[src/core/dpsem_defs.vh]
`ifndef DPSEM_DEFS_VH
`define DPSEM_DEFS_VH

// Pin bus widths, semaphore index width and flag count
`define DPSEM_ADDR_W        15
`define DPSEM_DATA_W        16
`define DPSEM_IDX_W         3
`define DPSEM_NUM_FLAGS     8

// Host command codes
`define DPSEM_CMD_W         2
`define DPSEM_CMD_CLAIM     2'h0
`define DPSEM_CMD_RELEASE   2'h1
`define DPSEM_CMD_READ      2'h2
`define DPSEM_CMD_MEMWRITE  2'h3

// Field positions
`define DPSEM_FLAG_BIT      0

// Timing, ns as printed for the pin cycle budget
`define DPSEM_CLK_NS        4
`define DPSEM_SETUP_NS      20
`define DPSEM_STROBE_NS     20
`define DPSEM_BUSY_NS       20
`define DPSEM_SETUP_CYC     ((`DPSEM_SETUP_NS + `DPSEM_CLK_NS - 1) / `DPSEM_CLK_NS)
`define DPSEM_STROBE_CYC    ((`DPSEM_STROBE_NS + `DPSEM_CLK_NS - 1) / `DPSEM_CLK_NS)
`define DPSEM_BUSY_CYC      ((`DPSEM_BUSY_NS + `DPSEM_CLK_NS - 1) / `DPSEM_CLK_NS)
`define DPSEM_CNT_W         4

// Pin reset values
`define DPSEM_DATA_RST      16'hffff

`endif

[src/core/dpsem_sync.v]
`timescale 1ns/1ns
// =====================================================================
// Three-stage input synchroniser, change accepted when stages 2 and 3 agree
module dpsem_sync #(
  parameter W = 1
) (
  // Clock and reset
  input  wire         i_clk,
  input  wire         i_srst,
  // Async in, filtered out
  input  wire [W-1:0] i_async,
  output reg  [W-1:0] o_sync
);

  reg [W-1:0] s1_ff;
  reg [W-1:0] s2_ff;
  reg [W-1:0] s3_ff;
  genvar g;

  always @(posedge i_clk) begin
    if (i_srst) begin
      s1_ff <= {W{1'b1}};
      s2_ff <= {W{1'b1}};
      s3_ff <= {W{1'b1}};
    end else begin
      s1_ff <= i_async;
      s2_ff <= s1_ff;
      s3_ff <= s2_ff;
    end
  end

  generate
    for (g = 0; g < W; g = g + 1) begin : g_bit
      always @(posedge i_clk) begin
        if (i_srst) begin
          o_sync[g] <= 1'b1;
        end else if (s2_ff[g] == s3_ff[g]) begin
          o_sync[g] <= s3_ff[g];
        end
      end
    end
  endgenerate

endmodule

[src/core/dpsem_host.v]
`timescale 1ns/1ns
`include "dpsem_defs.vh"
// Contract
// - Array holds exactly one master part; avoids split busy decisions.
// - Hold address and enable until busy settles, then start write strobe.
// - Flags active low: write zero to request, one to release.
// - Claim by write then read back; use resource only when held.
// - After a failed claim, poll or withdraw and retry later.
module dpsem_host (
  // Clock and reset
  input  wire                        i_clk,
  input  wire                        i_srst,
  // Command port
  input  wire                        i_cmd_valid,
  input  wire [`DPSEM_CMD_W-1:0]     i_cmd_op,
  input  wire [`DPSEM_IDX_W-1:0]     i_cmd_index,
  input  wire [`DPSEM_ADDR_W-1:0]    i_cmd_addr,
  input  wire [`DPSEM_DATA_W-1:0]    i_cmd_wdata,
  output reg                         o_cmd_ready,
  output reg                         o_done,
  output reg                         o_granted,
  output reg                         o_busy_seen,
  output reg  [`DPSEM_DATA_W-1:0]    o_rdata,
  // Device port pins
  output reg  [`DPSEM_ADDR_W-1:0]    o_addr,
  output reg                         o_ce_n,
  output reg                         o_sem_n,
  output reg                         o_oe_n,
  output reg                         o_rw_n,
  output reg  [`DPSEM_DATA_W-1:0]    o_data,
  output reg                         o_data_oe,
  input  wire [`DPSEM_DATA_W-1:0]    i_data,
  input  wire                        i_busy_n
);

  localparam [5:0] ST_IDLE  = 6'h01;
  localparam [5:0] ST_SETUP = 6'h02;
  localparam [5:0] ST_WSTRB = 6'h04;
  localparam [5:0] ST_GAP   = 6'h08;
  localparam [5:0] ST_RSTRB = 6'h10;
  localparam [5:0] ST_DONE  = 6'h20;

  // =====================================================================
  // Phase lengths, cut to the counter width on purpose
  localparam [31:0] SETUP_LD  = `DPSEM_SETUP_CYC;
  localparam [31:0] STROBE_LD = `DPSEM_STROBE_CYC;
  localparam [31:0] READ_LD   = `DPSEM_STROBE_CYC + `DPSEM_BUSY_CYC;

  reg [5:0]                  state_ff;
  reg [`DPSEM_CNT_W-1:0]     cnt_ff;
  reg [`DPSEM_CMD_W-1:0]     op_ff;
  wire [`DPSEM_DATA_W-1:0]   data_s;
  wire                       busy_n_s;

  // =====================================================================
  // Pin input synchronisation
  // One busy input only: a second master would split the busy decision
  dpsem_sync #(
    .W (`DPSEM_DATA_W + 1)
  ) u_sync (
    .i_clk   (i_clk),
    .i_srst  (i_srst),
    .i_async ({i_busy_n, i_data}),
    .o_sync  ({busy_n_s, data_s})
  );

  function is_sem;
    input [`DPSEM_CMD_W-1:0] op;
    begin
      is_sem = (op != `DPSEM_CMD_MEMWRITE);
    end
  endfunction

  function has_write;
    input [`DPSEM_CMD_W-1:0] op;
    begin
      has_write = (op != `DPSEM_CMD_READ);
    end
  endfunction

  // =====================================================================
  // Sequencer
  always @(posedge i_clk) begin
    if (i_srst) begin
      state_ff    <= ST_IDLE;
      cnt_ff      <= {`DPSEM_CNT_W{1'b0}};
      op_ff       <= `DPSEM_CMD_READ;
      o_cmd_ready <= 1'b0;
      o_done      <= 1'b0;
      o_granted   <= 1'b0;
      o_busy_seen <= 1'b0;
      o_rdata     <= {`DPSEM_DATA_W{1'b0}};
      o_addr      <= {`DPSEM_ADDR_W{1'b0}};
      o_ce_n      <= 1'b1;
      o_sem_n     <= 1'b1;
      o_oe_n      <= 1'b1;
      o_rw_n      <= 1'b1;
      o_data      <= `DPSEM_DATA_RST;
      o_data_oe   <= 1'b0;
    end else begin
      o_done <= 1'b0;
      case (state_ff)
        ST_IDLE: begin
          // Both selects high keeps the port in standby
          o_ce_n      <= 1'b1;
          o_sem_n     <= 1'b1;
          o_oe_n      <= 1'b1;
          o_rw_n      <= 1'b1;
          o_data_oe   <= 1'b0;
          o_cmd_ready <= 1'b1;
          if (i_cmd_valid && o_cmd_ready) begin
            o_cmd_ready <= 1'b0;
            op_ff       <= i_cmd_op;
            o_busy_seen <= 1'b0;
            cnt_ff      <= SETUP_LD[`DPSEM_CNT_W-1:0];
            if (is_sem(i_cmd_op)) begin
              // Upper lines are don't-care in semaphore space
              o_addr  <= {{(`DPSEM_ADDR_W-`DPSEM_IDX_W){1'b0}}, i_cmd_index};
              o_sem_n <= 1'b0;
            end else begin
              o_addr <= i_cmd_addr;
              o_ce_n <= 1'b0;
            end
            // Request is zero, release is one, on the lowest line only
            if (i_cmd_op == `DPSEM_CMD_CLAIM) begin
              o_data <= {`DPSEM_DATA_W{1'b1}} << 1;
            end else if (i_cmd_op == `DPSEM_CMD_RELEASE) begin
              o_data <= {`DPSEM_DATA_W{1'b1}};
            end else begin
              o_data <= i_cmd_wdata;
            end
            state_ff <= ST_SETUP;
          end
        end
        ST_SETUP: begin
          // Address and enable settle before strobe so busy can resolve
          if (cnt_ff != {`DPSEM_CNT_W{1'b0}}) begin
            cnt_ff <= cnt_ff - 1'b1;
          end else if (has_write(op_ff)) begin
            o_busy_seen <= ~busy_n_s;
            o_rw_n      <= 1'b0;
            o_data_oe   <= 1'b1;
            cnt_ff      <= STROBE_LD[`DPSEM_CNT_W-1:0];
            state_ff    <= ST_WSTRB;
          end else begin
            o_oe_n   <= 1'b0;
            cnt_ff   <= STROBE_LD[`DPSEM_CNT_W-1:0];
            state_ff <= ST_RSTRB;
          end
        end
        ST_WSTRB: begin
          if (cnt_ff != {`DPSEM_CNT_W{1'b0}}) begin
            cnt_ff <= cnt_ff - 1'b1;
          end else begin
            o_rw_n    <= 1'b1;
            o_data_oe <= 1'b0;
            // Claim must be verified by read-back, not assumed
            if (op_ff == `DPSEM_CMD_CLAIM) begin
              o_sem_n  <= 1'b1;
              cnt_ff   <= SETUP_LD[`DPSEM_CNT_W-1:0];
              state_ff <= ST_GAP;
            end else begin
              state_ff <= ST_DONE;
            end
          end
        end
        ST_GAP: begin
          // Select toggles so the device relatches a fresh flag value
          if (cnt_ff != {`DPSEM_CNT_W{1'b0}}) begin
            cnt_ff <= cnt_ff - 1'b1;
          end else begin
            o_sem_n  <= 1'b0;
            o_oe_n   <= 1'b0;
            cnt_ff   <= READ_LD[`DPSEM_CNT_W-1:0];
            state_ff <= ST_RSTRB;
          end
        end
        ST_RSTRB: begin
          if (cnt_ff != {`DPSEM_CNT_W{1'b0}}) begin
            cnt_ff <= cnt_ff - 1'b1;
          end else begin
            o_rdata <= data_s;
            // Flag replicated on all lines; low bit decides ownership
            o_granted <= ~data_s[`DPSEM_FLAG_BIT];
            o_oe_n    <= 1'b1;
            o_sem_n   <= 1'b1;
            state_ff  <= ST_DONE;
          end
        end
        ST_DONE: begin
          // Failed claim: caller polls with READ or withdraws with RELEASE
          o_ce_n   <= 1'b1;
          o_done   <= 1'b1;
          state_ff <= ST_IDLE;
        end
        default: begin
          state_ff <= ST_IDLE;
        end
      endcase
    end
  end

endmodule

[config.mk]
export PLATFORM = sky130hd
export DESIGN_NAME = dpsem_host
export DESIGN_NICKNAME = d
export VERILOG_FILES = /design/src/core/dpsem_sync.v /design/src/core/dpsem_host.v
export VERILOG_INCLUDE_DIRS = /design/src /design/src/core
export SDC_FILE = /design/constraint.sdc
export NUM_CORES = 1
export LEC_CHECK = 0
export BUFFER_PORTS_ARGS = -buffer_cell sky130_fd_sc_hd__buf_2
export CORE_MARGIN = 2
export CORE_UTILIZATION = 47
export DETAILED_ROUTE_END_ITERATION = 16
export GPL_ROUTABILITY_DRIVEN = 0
export GPL_TIMING_DRIVEN = 0
export PLACE_DENSITY = 0.74
export SYNTH_ARGS = -nofsm -noshare
export SYNTH_HDL_FRONTEND = slang
export SYNTH_SLANG_ARGS = --single-unit
[constraint.sdc]
create_clock -name i_clk -period 1.94 [get_ports i_clk]
set_clock_uncertainty 0.15 [all_clocks]
set_input_delay 0.194 -clock i_clk [delete_from_list [all_inputs] [get_ports i_clk]]
set_output_delay 0.194 -clock i_clk [all_outputs]
set_load 0.05 [all_outputs]
==> flow_summary.rst, run 1 <==
.. list-table::
   :header-rows: 1

   * - Metric
     - Value
   * - Die extent in y
     - approximately 100 um
   * - GRT Residual Overflow
     - 0
   * - Setup slack of the critical path after layout
     - -174 ps
   * - CP endpoint
     - o_data[7]
   * - Total Nets Final
     - 743
   * - FP Rows
     - 36
   * - Number of warnings printed during yosys synthesis
     - 0
   * - Cell total after placement
     - 719
   * - Slew HR
     - 0.585
   * - Relative contribution of sequential cells to total power
     - 0.402
   * - Share of cells above drive strength 1
     - 0.393
   * - Die Span X
     - roughly 100 um
   * - Total Routed Length
     - 13500 um
   * - Max Transition Viols Final
     - 0
   * - Netlist Area Pre-Place
     - about 0.0047 mm2
   * - Fraction of power consumed by combinational cells
     - 0.203
   * - Total CTS buffers
     - 17
   * - Violated checks
     - negative setup slack
   * - Maximum number of pins on one net before global-route repair
     - 17
   * - Setup slack on the worst flop-to-flop path
     - -170 ps
   * - Count of flip-flops with a built-in enable after synthesis
     - 0
   * - Insertion delay to the later sink of the worst-skew pair
     - about 520 ps
   * - Max Cap Violations
     - 0
   * - Clk pwr share
     - 0.395
   * - Fraction of the yosys area taken by sequential cells
     - 0.578
   * - Sum of negative setup slack
     - -4010 ps
   * - Growth of design area from synthesis to finish
     - 48.6%
   * - H-tree Lvls
     - 4
   * - CTS clk-pin slew, worst paths
     - 60 ps
   * - Cell type with the highest aggregate area in the netlist
     - sky130_fd_sc_hd__dfxtp_1
   * - Drt pass-1 iters
     - 5
   * - TritonCTS clock tree
     - yes
   * - WP data arrival
     - around 2400 ps
   * - Number of global-route vias before repair
     - about 4.3k
   * - Syn_nets
     - 534
   * - Worst reg2reg path endpoint
     - o_data[7]
   * - Fillers
     - 677
   * - Total power density per cell area
     - 1090 mW/mm2
   * - Post-Syn Instances
     - 476
   * - Core region area
     - 0.00973 mm2
   * - Boundary pin count
     - 112
   * - Drt initial violations
     - between 300 and 400
   * - Average wire per cell in the routed design
     - 16.3 um
   * - Outcome
     - finished, violations left
   * - Vias per inst
     - 5.32
   * - Synthesized area per cell
     - 9.89 um2
   * - Crit share post-route
     - 1.09
   * - IO Port Bufs
     - 110
   * - Root buffer cell
     - sky130_fd_sc_hd__clkbuf_8
   * - WP data required
     - 2190 ps
   * - Number of clock sinks seen by CTS
     - between 100 and 150
   * - Area fraction of the dominant cell type after synthesis
     - 0.578
   * - Type of element launching the critical path
     - flip-flop
   * - Top cells by area, synth
     - sky130_fd_sc_hd__dfxtp_1, sky130_fd_sc_hd__or2_2, sky130_fd_sc_hd__a21oi_1, sky130_fd_sc_hd__nand2_1, sky130_fd_sc_hd__nor2_1
   * - Worst hold slack after final layout
     - 19.7 ps
   * - Area of the die
     - 0.0108 mm2
   * - Startpoint of the worst-slack reg-to-reg timing path
     - state_ff[5]
   * - Via total after detailed routing
     - 4423
   * - Internal power summed over all cells
     - 5.42 mW
   * - Timing startpoint of the critical path
     - state_ff[5]
   * - Leakage power figure
     - 2.87 nW
   * - Type of destination of the critical path
     - flip-flop
   * - Final antenna diode count
     - 0
   * - Detailed placer's ending HPWL
     - 7380 um
   * - Synth top cells by count
     - sky130_fd_sc_hd__dfxtp_1, sky130_fd_sc_hd__nand2_1, sky130_fd_sc_hd__or2_2
   * - Hold Crit Class
     - primary input to flip-flop
   * - Antenna Violating Nets Remaining
     - 0
   * - Most common cell in the netlist
     - sky130_fd_sc_hd__dfxtp_1
   * - Fin crit period
     - 2110 ps
   * - Overall fraction of global-route tracks in use
     - 0.236
   * - Async set or reset register ratio after synthesis
     - 0
   * - Count of distinct cell types in the synthesized netlist
     - 50
   * - Initial core utilization
     - 0.484
   * - Switching power of the nets
     - 2.24 mW
   * - Number of antenna violations at the first check in global routing
     - 0
   * - Hold Vio Cnt, Final
     - 0
   * - Maximum clock insertion buffer count
     - 2
   * - Transition time of the tightest slew-check pin
     - between 600 and 700 ps
   * - Max Fanout on Critical Path
     - 9
   * - Switching power as a share of total power
     - 0.292
   * - Predominant post-synthesis flop cell
     - sky130_fd_sc_hd__dfxtp_1
   * - Critical setup path kind
     - flip-flop to flip-flop
   * - Non-filler instance count after layout
     - 831
   * - Unrepaired setup endpoints after global routing
     - true
   * - Maximum frequency from static timing analysis
     - between 0.4 and 0.5 GHz
   * - Highest ir drop seen on vdd
     - 0.000878 V
   * - Number of storage elements in the synthesis netlist
     - 136
   * - Number of cells on the worst reg-to-reg path
     - 6
   * - Wire length of the first global-routing pass
     - 20300 um
   * - Number of DRC violations after detailed routing
     - 0
   * - Final setup violating endpoints
     - 50
[routing by layer]
layer,global-route usage,vias to the layer above,wire length [um]
met1,0.279,2105,5200
met2,0.406,209,7040
li1,-,2063,-
met4,0.104,0,415
met5,0,-,0
met3,0.0595,46,854
[sequential cells by signal, summed over array words and instances (netlist names)]
signal and cells:
o_ce_n 1, o_busy_seen 1, u_sync.o_sync 17, state_ff 6, o_oe_n 1, o_addr 15
o_sem_n 1, o_data 16, o_cmd_ready 1, o_rdata 16, u_sync.s2_ff 17, o_rw_n 1
cnt_ff 4, o_data_oe 1, o_granted 1, o_done 1, op_ff 2, u_sync.s1_ff 17
u_sync.s3_ff 17
[critical path, cell delays in order, from the launching register on]
cell                       delay (ps)
sky130_fd_sc_hd__dfxtp_1          320
sky130_fd_sc_hd__buf_6            160
sky130_fd_sc_hd__nor4_4           270
sky130_fd_sc_hd__nand3b_4         150
sky130_fd_sc_hd__or4b_4           620
sky130_fd_sc_hd__buf_6            160
sky130_fd_sc_hd__o22a_1           170
[logic make-up (layout without fill, tap and decap cells)]
family | count (synthesis) | in the layout | synth area share
flops | 136 | 136 | 0.578
xor+xnor | 4 | 4 | 0.00744
fa+ha+maj | 2 | 2 | 0.00531
compound gates | 115 | 115 | 0.162
buf+inv | 33 | 255 | 0.0348
mux | 3 | 3 | 0.00638
simple gates | 183 | 183 | 0.206
[worst min-delay path by stage]
stage | from | endpoint | slack, ps | depth (start not counted)
floorplan | i_data[0] | u_sync.s1_ff[0] | 150 | 1
global placement | i_data[15] | u_sync.s1_ff[15] | 230 | 2
detailed placement | i_data[6] | u_sync.s1_ff[6] | 230 | 2
CTS | i_srst | o_addr[3] | 2 | 3
global route | i_srst | o_data[1] | 30 | 3
finish | i_srst | o_data[1] | 20 | 3
[metrics by stage]
stage	power, mW	area [um2]	setup slack, ps	utilization
floorplan	3.93	4750	-156	-
global placement	4.20	5470	-300	0.562
detailed placement	4.23	5470	-374	0.562
CTS	7.42	6810	-206	0.699
global route	7.94	7000	-220	0.719
finish	7.66	7000	-174	0.719
[layout by cell type, fill, tap and decap left out, types with 6 or more instances in the layout]
master / instances
sky130_fd_sc_hd__nand3_1: 9
sky130_fd_sc_hd__buf_6: 13
sky130_fd_sc_hd__clkbuf_16: 16
sky130_fd_sc_hd__o21ai_0: 19
sky130_fd_sc_hd__dfxtp_1: 131
sky130_fd_sc_hd__nor3_1: 6
sky130_fd_sc_hd__dlygate4sd3_1: 57
sky130_fd_sc_hd__nand2_1: 51
sky130_fd_sc_hd__or2_2: 53
sky130_fd_sc_hd__buf_2: 111
sky130_fd_sc_hd__buf_4: 21
sky130_fd_sc_hd__a22o_1: 13
sky130_fd_sc_hd__nor2_1: 33
sky130_fd_sc_hd__a21oi_1: 37
sky130_fd_sc_hd__o22a_1: 12
sky130_fd_sc_hd__clkbuf_1: 13
[power by group through the flow]
stage                     clock (mW)  sequential, mW  combinational (mW)
final                           3.03            3.08                1.55
after global routing            3.22            3.10                1.63
after CTS                       3.05            3.06                1.31
after detailed placement           0            3.11                1.12
after global placement             0            3.10                1.09
after floorplan                    0            3.35               0.584
[final cells by class]
type,count,area [um2],share of cell area
Clock buffer,20,435,0.0622
Multi-Input combinational cell,307,2010,0.287
Buffer,24,163,0.0232
Tap cell,133,166,0.0238
Inverter,5,18.8,0.00268
Timing Repair Buffer,194,1350,0.192
Clock inverter,12,125,0.0179
Sequential cell,136,2730,0.391
[repair_timing]
action                     in CTS  in global routing
pin swaps                      15                 14
setup buffers                  15                 11
hold endpoints to repair       53                  0
hold buffers                   57                  0
setup endpoints to repair      66                 66
cloned                          1                  0
resized for setup              24                 45
(Power assumes the default switching activity.)
==> run 2, diff against run 1 <==
- ABC_AREA: default -> 1
- CORE_ASPECT_RATIO: default -> 0.6
- CORE_UTILIZATION: 47 -> 48
- PLACE_DENSITY: 0.74 -> 0.75
==> run 2 against run 1 <==
Net effect:
- the run now ends clean
- via count up 4.6%
- hold slack better by 33 ps
- sequential cell count stayed put
- synthesized area is 3.3% higher
- combinational power up 22%
- register-to-register slack better by 190 ps
- largest cell class unchanged
- largest power group unchanged
==> flow_summary.rst, run 2 <==
.. list-table::
   :header-rows: 1

   * - Metric
     - Value
   * - Sum of negative setup slack
     - 0 ps (+4010 ps)
   * - Maximum cell stage delay along the critical path
     - 310 ps (-310 ps)
   * - Count of distinct cell types in the synthesized netlist
     - 31 (-38%)
   * - Cell total after placement
     - 820 (+14%)
   * - Detailed placer's ending HPWL
     - 8250 um (+12%)
   * - Fraction of the yosys area taken by sequential cells
     - 0.560 (-0.0186)
   * - Highest ir drop seen on vdd
     - 0.000715 V (-19%)
   * - Number of global-route vias before repair
     - 4218 (-1.1%)
   * - WP data arrival
     - 2070 ps (-290 ps)
   * - Slew HR
     - 0.616 (+0.0314)
   * - Type of destination of the critical path
     - flip-flop
   * - Cell family contributing the most delay on the critical path
     - compound AO/OA/AOI/OAI gates
   * - Maximum number of pins on one net before global-route repair
     - 17 (unchanged)
   * - Cell-by-cell trace of the critical path
     - inv_1 -> ha_1 -> nand3_4 -> inv_4 -> nor2_1 -> a21oi_2 -> nand2_1 -> o21ai_0 -> nor2_1
   * - Initial core utilization
     - 0.494 (+0.0102)
   * - Maximum frequency from static timing analysis
     - 0.519 GHz (+9.7%)
   * - Cell at the slowest stage of the critical path
     - sky130_fd_sc_hd__dfxtp_1
   * - Area of the die
     - 0.0110 mm2 (+1.4%)
   * - CTS clk-pin slew, worst paths
     - 60 ps (about the same)
   * - Core region area
     - 0.00984 mm2 (+1.2%)
   * - Total Routed Length
     - 13000 um (-3.8%)
   * - Total power density per cell area
     - 1190 mW/mm2 (+8.7%)
   * - Number of clock sinks seen by CTS
     - 136 (unchanged)
   * - H-tree Lvls
     - 4 (unchanged)
   * - Share of cells above drive strength 1
     - 0.315 (-0.0773)
   * - Synth top cells by count
     - sky130_fd_sc_hd__dfxtp_1, sky130_fd_sc_hd__nand2_1, sky130_fd_sc_hd__nor2_1
   * - Total CTS buffers
     - 17 (unchanged)
   * - Most frequent cell on the critical path
     - sky130_fd_sc_hd__nor2_1
   * - Hold Vio Cnt, Final
     - 0 (unchanged)
   * - Async set or reset register ratio after synthesis
     - 0 (unchanged)
   * - WP data required
     - 2080 ps (-110 ps)
   * - Number of buffers and inverters on the critical path
     - 2 (unchanged)
   * - Critical setup path kind
     - flip-flop to flip-flop
   * - Boundary pin count
     - 112 (unchanged)
   * - Maximum clock insertion buffer count
     - 2 (unchanged)
   * - Number of DRC violations after detailed routing
     - 0 (unchanged)
   * - Worst hold slack after final layout
     - 53.0 ps (+33.4 ps)
   * - Root buffer cell
     - sky130_fd_sc_hd__clkbuf_16
   * - Type of element launching the critical path
     - flip-flop
   * - Final setup violating endpoints
     - 0 (-100%)
   * - Synthesized area per cell
     - 8.48 um2 (-14%)
   * - Antenna Violating Nets Remaining
     - 0 (unchanged)
   * - Number of antenna violations at the first check in global routing
     - 0 (unchanged)
   * - FP Rows
     - 28 (-22%)
   * - Fin crit period
     - 1930 ps (-186 ps)
   * - Most common library cell in the layout ignoring fill and taps
     - sky130_fd_sc_hd__dfxtp_1
   * - Growth of design area from synthesis to finish
     - 39.7%
   * - M3 GR Usage
     - 0.0790 (+0.0195)
   * - Outcome
     - finished clean
   * - Number of warnings printed during yosys synthesis
     - 0 (unchanged)
   * - Netlist Area Pre-Place
     - 0.00487 mm2 (+3.3%)
   * - Max Fanout on Critical Path
     - 6 (-3)
   * - Top cells by area, synth
     - sky130_fd_sc_hd__dfxtp_1, sky130_fd_sc_hd__nand2_1, sky130_fd_sc_hd__nor2_1, sky130_fd_sc_hd__or2_2, sky130_fd_sc_hd__o21ai_0
   * - Overall fraction of global-route tracks in use
     - 0.234 (-0.00243)
   * - GR met2 Demand/Resource
     - 0.382 (-0.0249)
   * - Transition time of the tightest slew-check pin
     - 575 ps (-47.1 ps)
   * - Unrepaired setup endpoints after global routing
     - true
   * - Max Cap Violations
     - 0 (unchanged)
   * - IO Port Bufs
     - 111 (+0.91%)
   * - Total Nets Final
     - 822 (+11%)
   * - Hold Crit Class
     - primary input to flip-flop
   * - Non-filler instance count after layout
     - 909 (+9.4%)
   * - Insertion delay to the later sink of the worst-skew pair
     - 410 ps (-110 ps)
   * - Drt initial violations
     - 346 (-9.7%)
   * - Count of flip-flops with a built-in enable after synthesis
     - 0 (unchanged)
   * - Predominant post-synthesis flop cell
     - sky130_fd_sc_hd__dfxtp_1
   * - Met1 track utilization from global routing
     - 0.284 (+0.00595)
   * - Average wire per cell in the routed design
     - 14.3 um (-12%)
   * - Post-Syn Instances
     - 574 (+21%)
   * - Leakage power figure
     - 2.97 nW (+3.4%)
   * - Syn_nets
     - 632 (+18%)
   * - TritonCTS clock tree
     - yes
   * - Busiest grt layer
     - met2
   * - GRT Residual Overflow
     - 0 (unchanged)
   * - Drt pass-1 iters
     - 5 (unchanged)
   * - Die extent in y
     - 82.0 um (-21%)
   * - Most common cell in the netlist
     - sky130_fd_sc_hd__dfxtp_1
   * - Wire length of the first global-routing pass
     - 19800 um (-2.5%)
   * - Die Span X
     - 134 um (+29%)
   * - Max Transition Viols Final
     - 0 (unchanged)
   * - Final antenna diode count
     - 0 (unchanged)
   * - Via total after detailed routing
     - 4627 (+4.6%)
   * - Number of storage elements in the synthesis netlist
     - 136 (unchanged)
   * - Highest-count cells in the layout ignoring fill and taps
     - sky130_fd_sc_hd__dfxtp_1, sky130_fd_sc_hd__buf_2, sky130_fd_sc_hd__nand2_1, sky130_fd_sc_hd__nor2_1, sky130_fd_sc_hd__dlygate4sd3_1
   * - Cell type with the highest aggregate area in the netlist
     - sky130_fd_sc_hd__dfxtp_1
   * - Crit share post-route
     - 0.994 (-0.0960)
   * - Vias per inst
     - 5.09 (-4.4%)
   * - Area fraction of the dominant cell type after synthesis
     - 0.560 (-0.0186)
-- run 2: layout make-up --
class / count / area, um2
fill: 718 / 3050
sequential: 136 / 2720
buffer: 21 / 105
inverter: 31 / 125
multi-input combinational: 386 / 1970
clock buffer: 21 / 470
tap: 135 / 169
clock inverter: 8 / 98.8
timing repair buffer: 171 / 1140
-- run 2: worst paths after layout --
path | endpoint | slack, ps | startpoint | cells past startpoint
max | state_ff[2] | 10 | cnt_ff[1] | 9
min | o_data[0] | 50 | i_cmd_op[1] | 4
max reg2reg | state_ff[2] | 10 | cnt_ff[1] | 9
min reg2reg | u_sync.s2_ff[11] | 260 | u_sync.s1_ff[11] | 1
-- run 2: logic make-up after synthesis --
family,after synthesis,share of synthesized area
compound gates,104,0.118
xor+xnor,1,0.00180
fa+ha+maj,2,0.00514
buf+inv,52,0.0450
flops,136,0.560
simple gates,279,0.271
-- run 2: tightest hold or removal path, stage by stage --
cell and delay, ps:
sky130_fd_sc_hd__buf_2 130, sky130_fd_sc_hd__inv_1 110, sky130_fd_sc_hd__o22ai_1 100, sky130_fd_sc_hd__nand2_1 50
-- run 2: repair_timing --
item	CTS	global route
resized for setup	0	20
buffers inserted	0	7
hold endpoints to repair	48	0
hold buffers	53	0
setup endpoints to repair	0	32
-- run 2: per-stage QoR --
| step | utilization | cell area (um2) | worst slack, ps | power [mW] |
|---|---|---|---|---|
| 4_1_cts | 0.680 | 6690 | 34.4 | 7.86 |
| 5_1_grt | 0.691 | 6800 | -95.0 | 8.42 |
| 3_5_place_dp | 0.568 | 5590 | 48.0 | 4.72 |
| 2_1_floorplan | - | 4870 | 168 | 4.34 |
| 6_report | 0.691 | 6800 | 12.3 | 8.09 |
| 3_3_place_gp | 0.568 | 5590 | 86.3 | 4.67 |
-- run 2: routing by layer --
layer | part of all wire | up-vias
met5 | 0 | -
met4 | 0.026 | 0
met3 | 0.063 | 46
met2 | 0.47 | 174
met1 | 0.44 | 2172
li1 | - | 2235
-- run 2: report_power, final --
part           leakage, nW  switching [mW]  internal [mW]
Sequential            1.11           0.124           2.99
Combinational         1.58            1.25          0.634
Clock                0.277            1.12           1.96
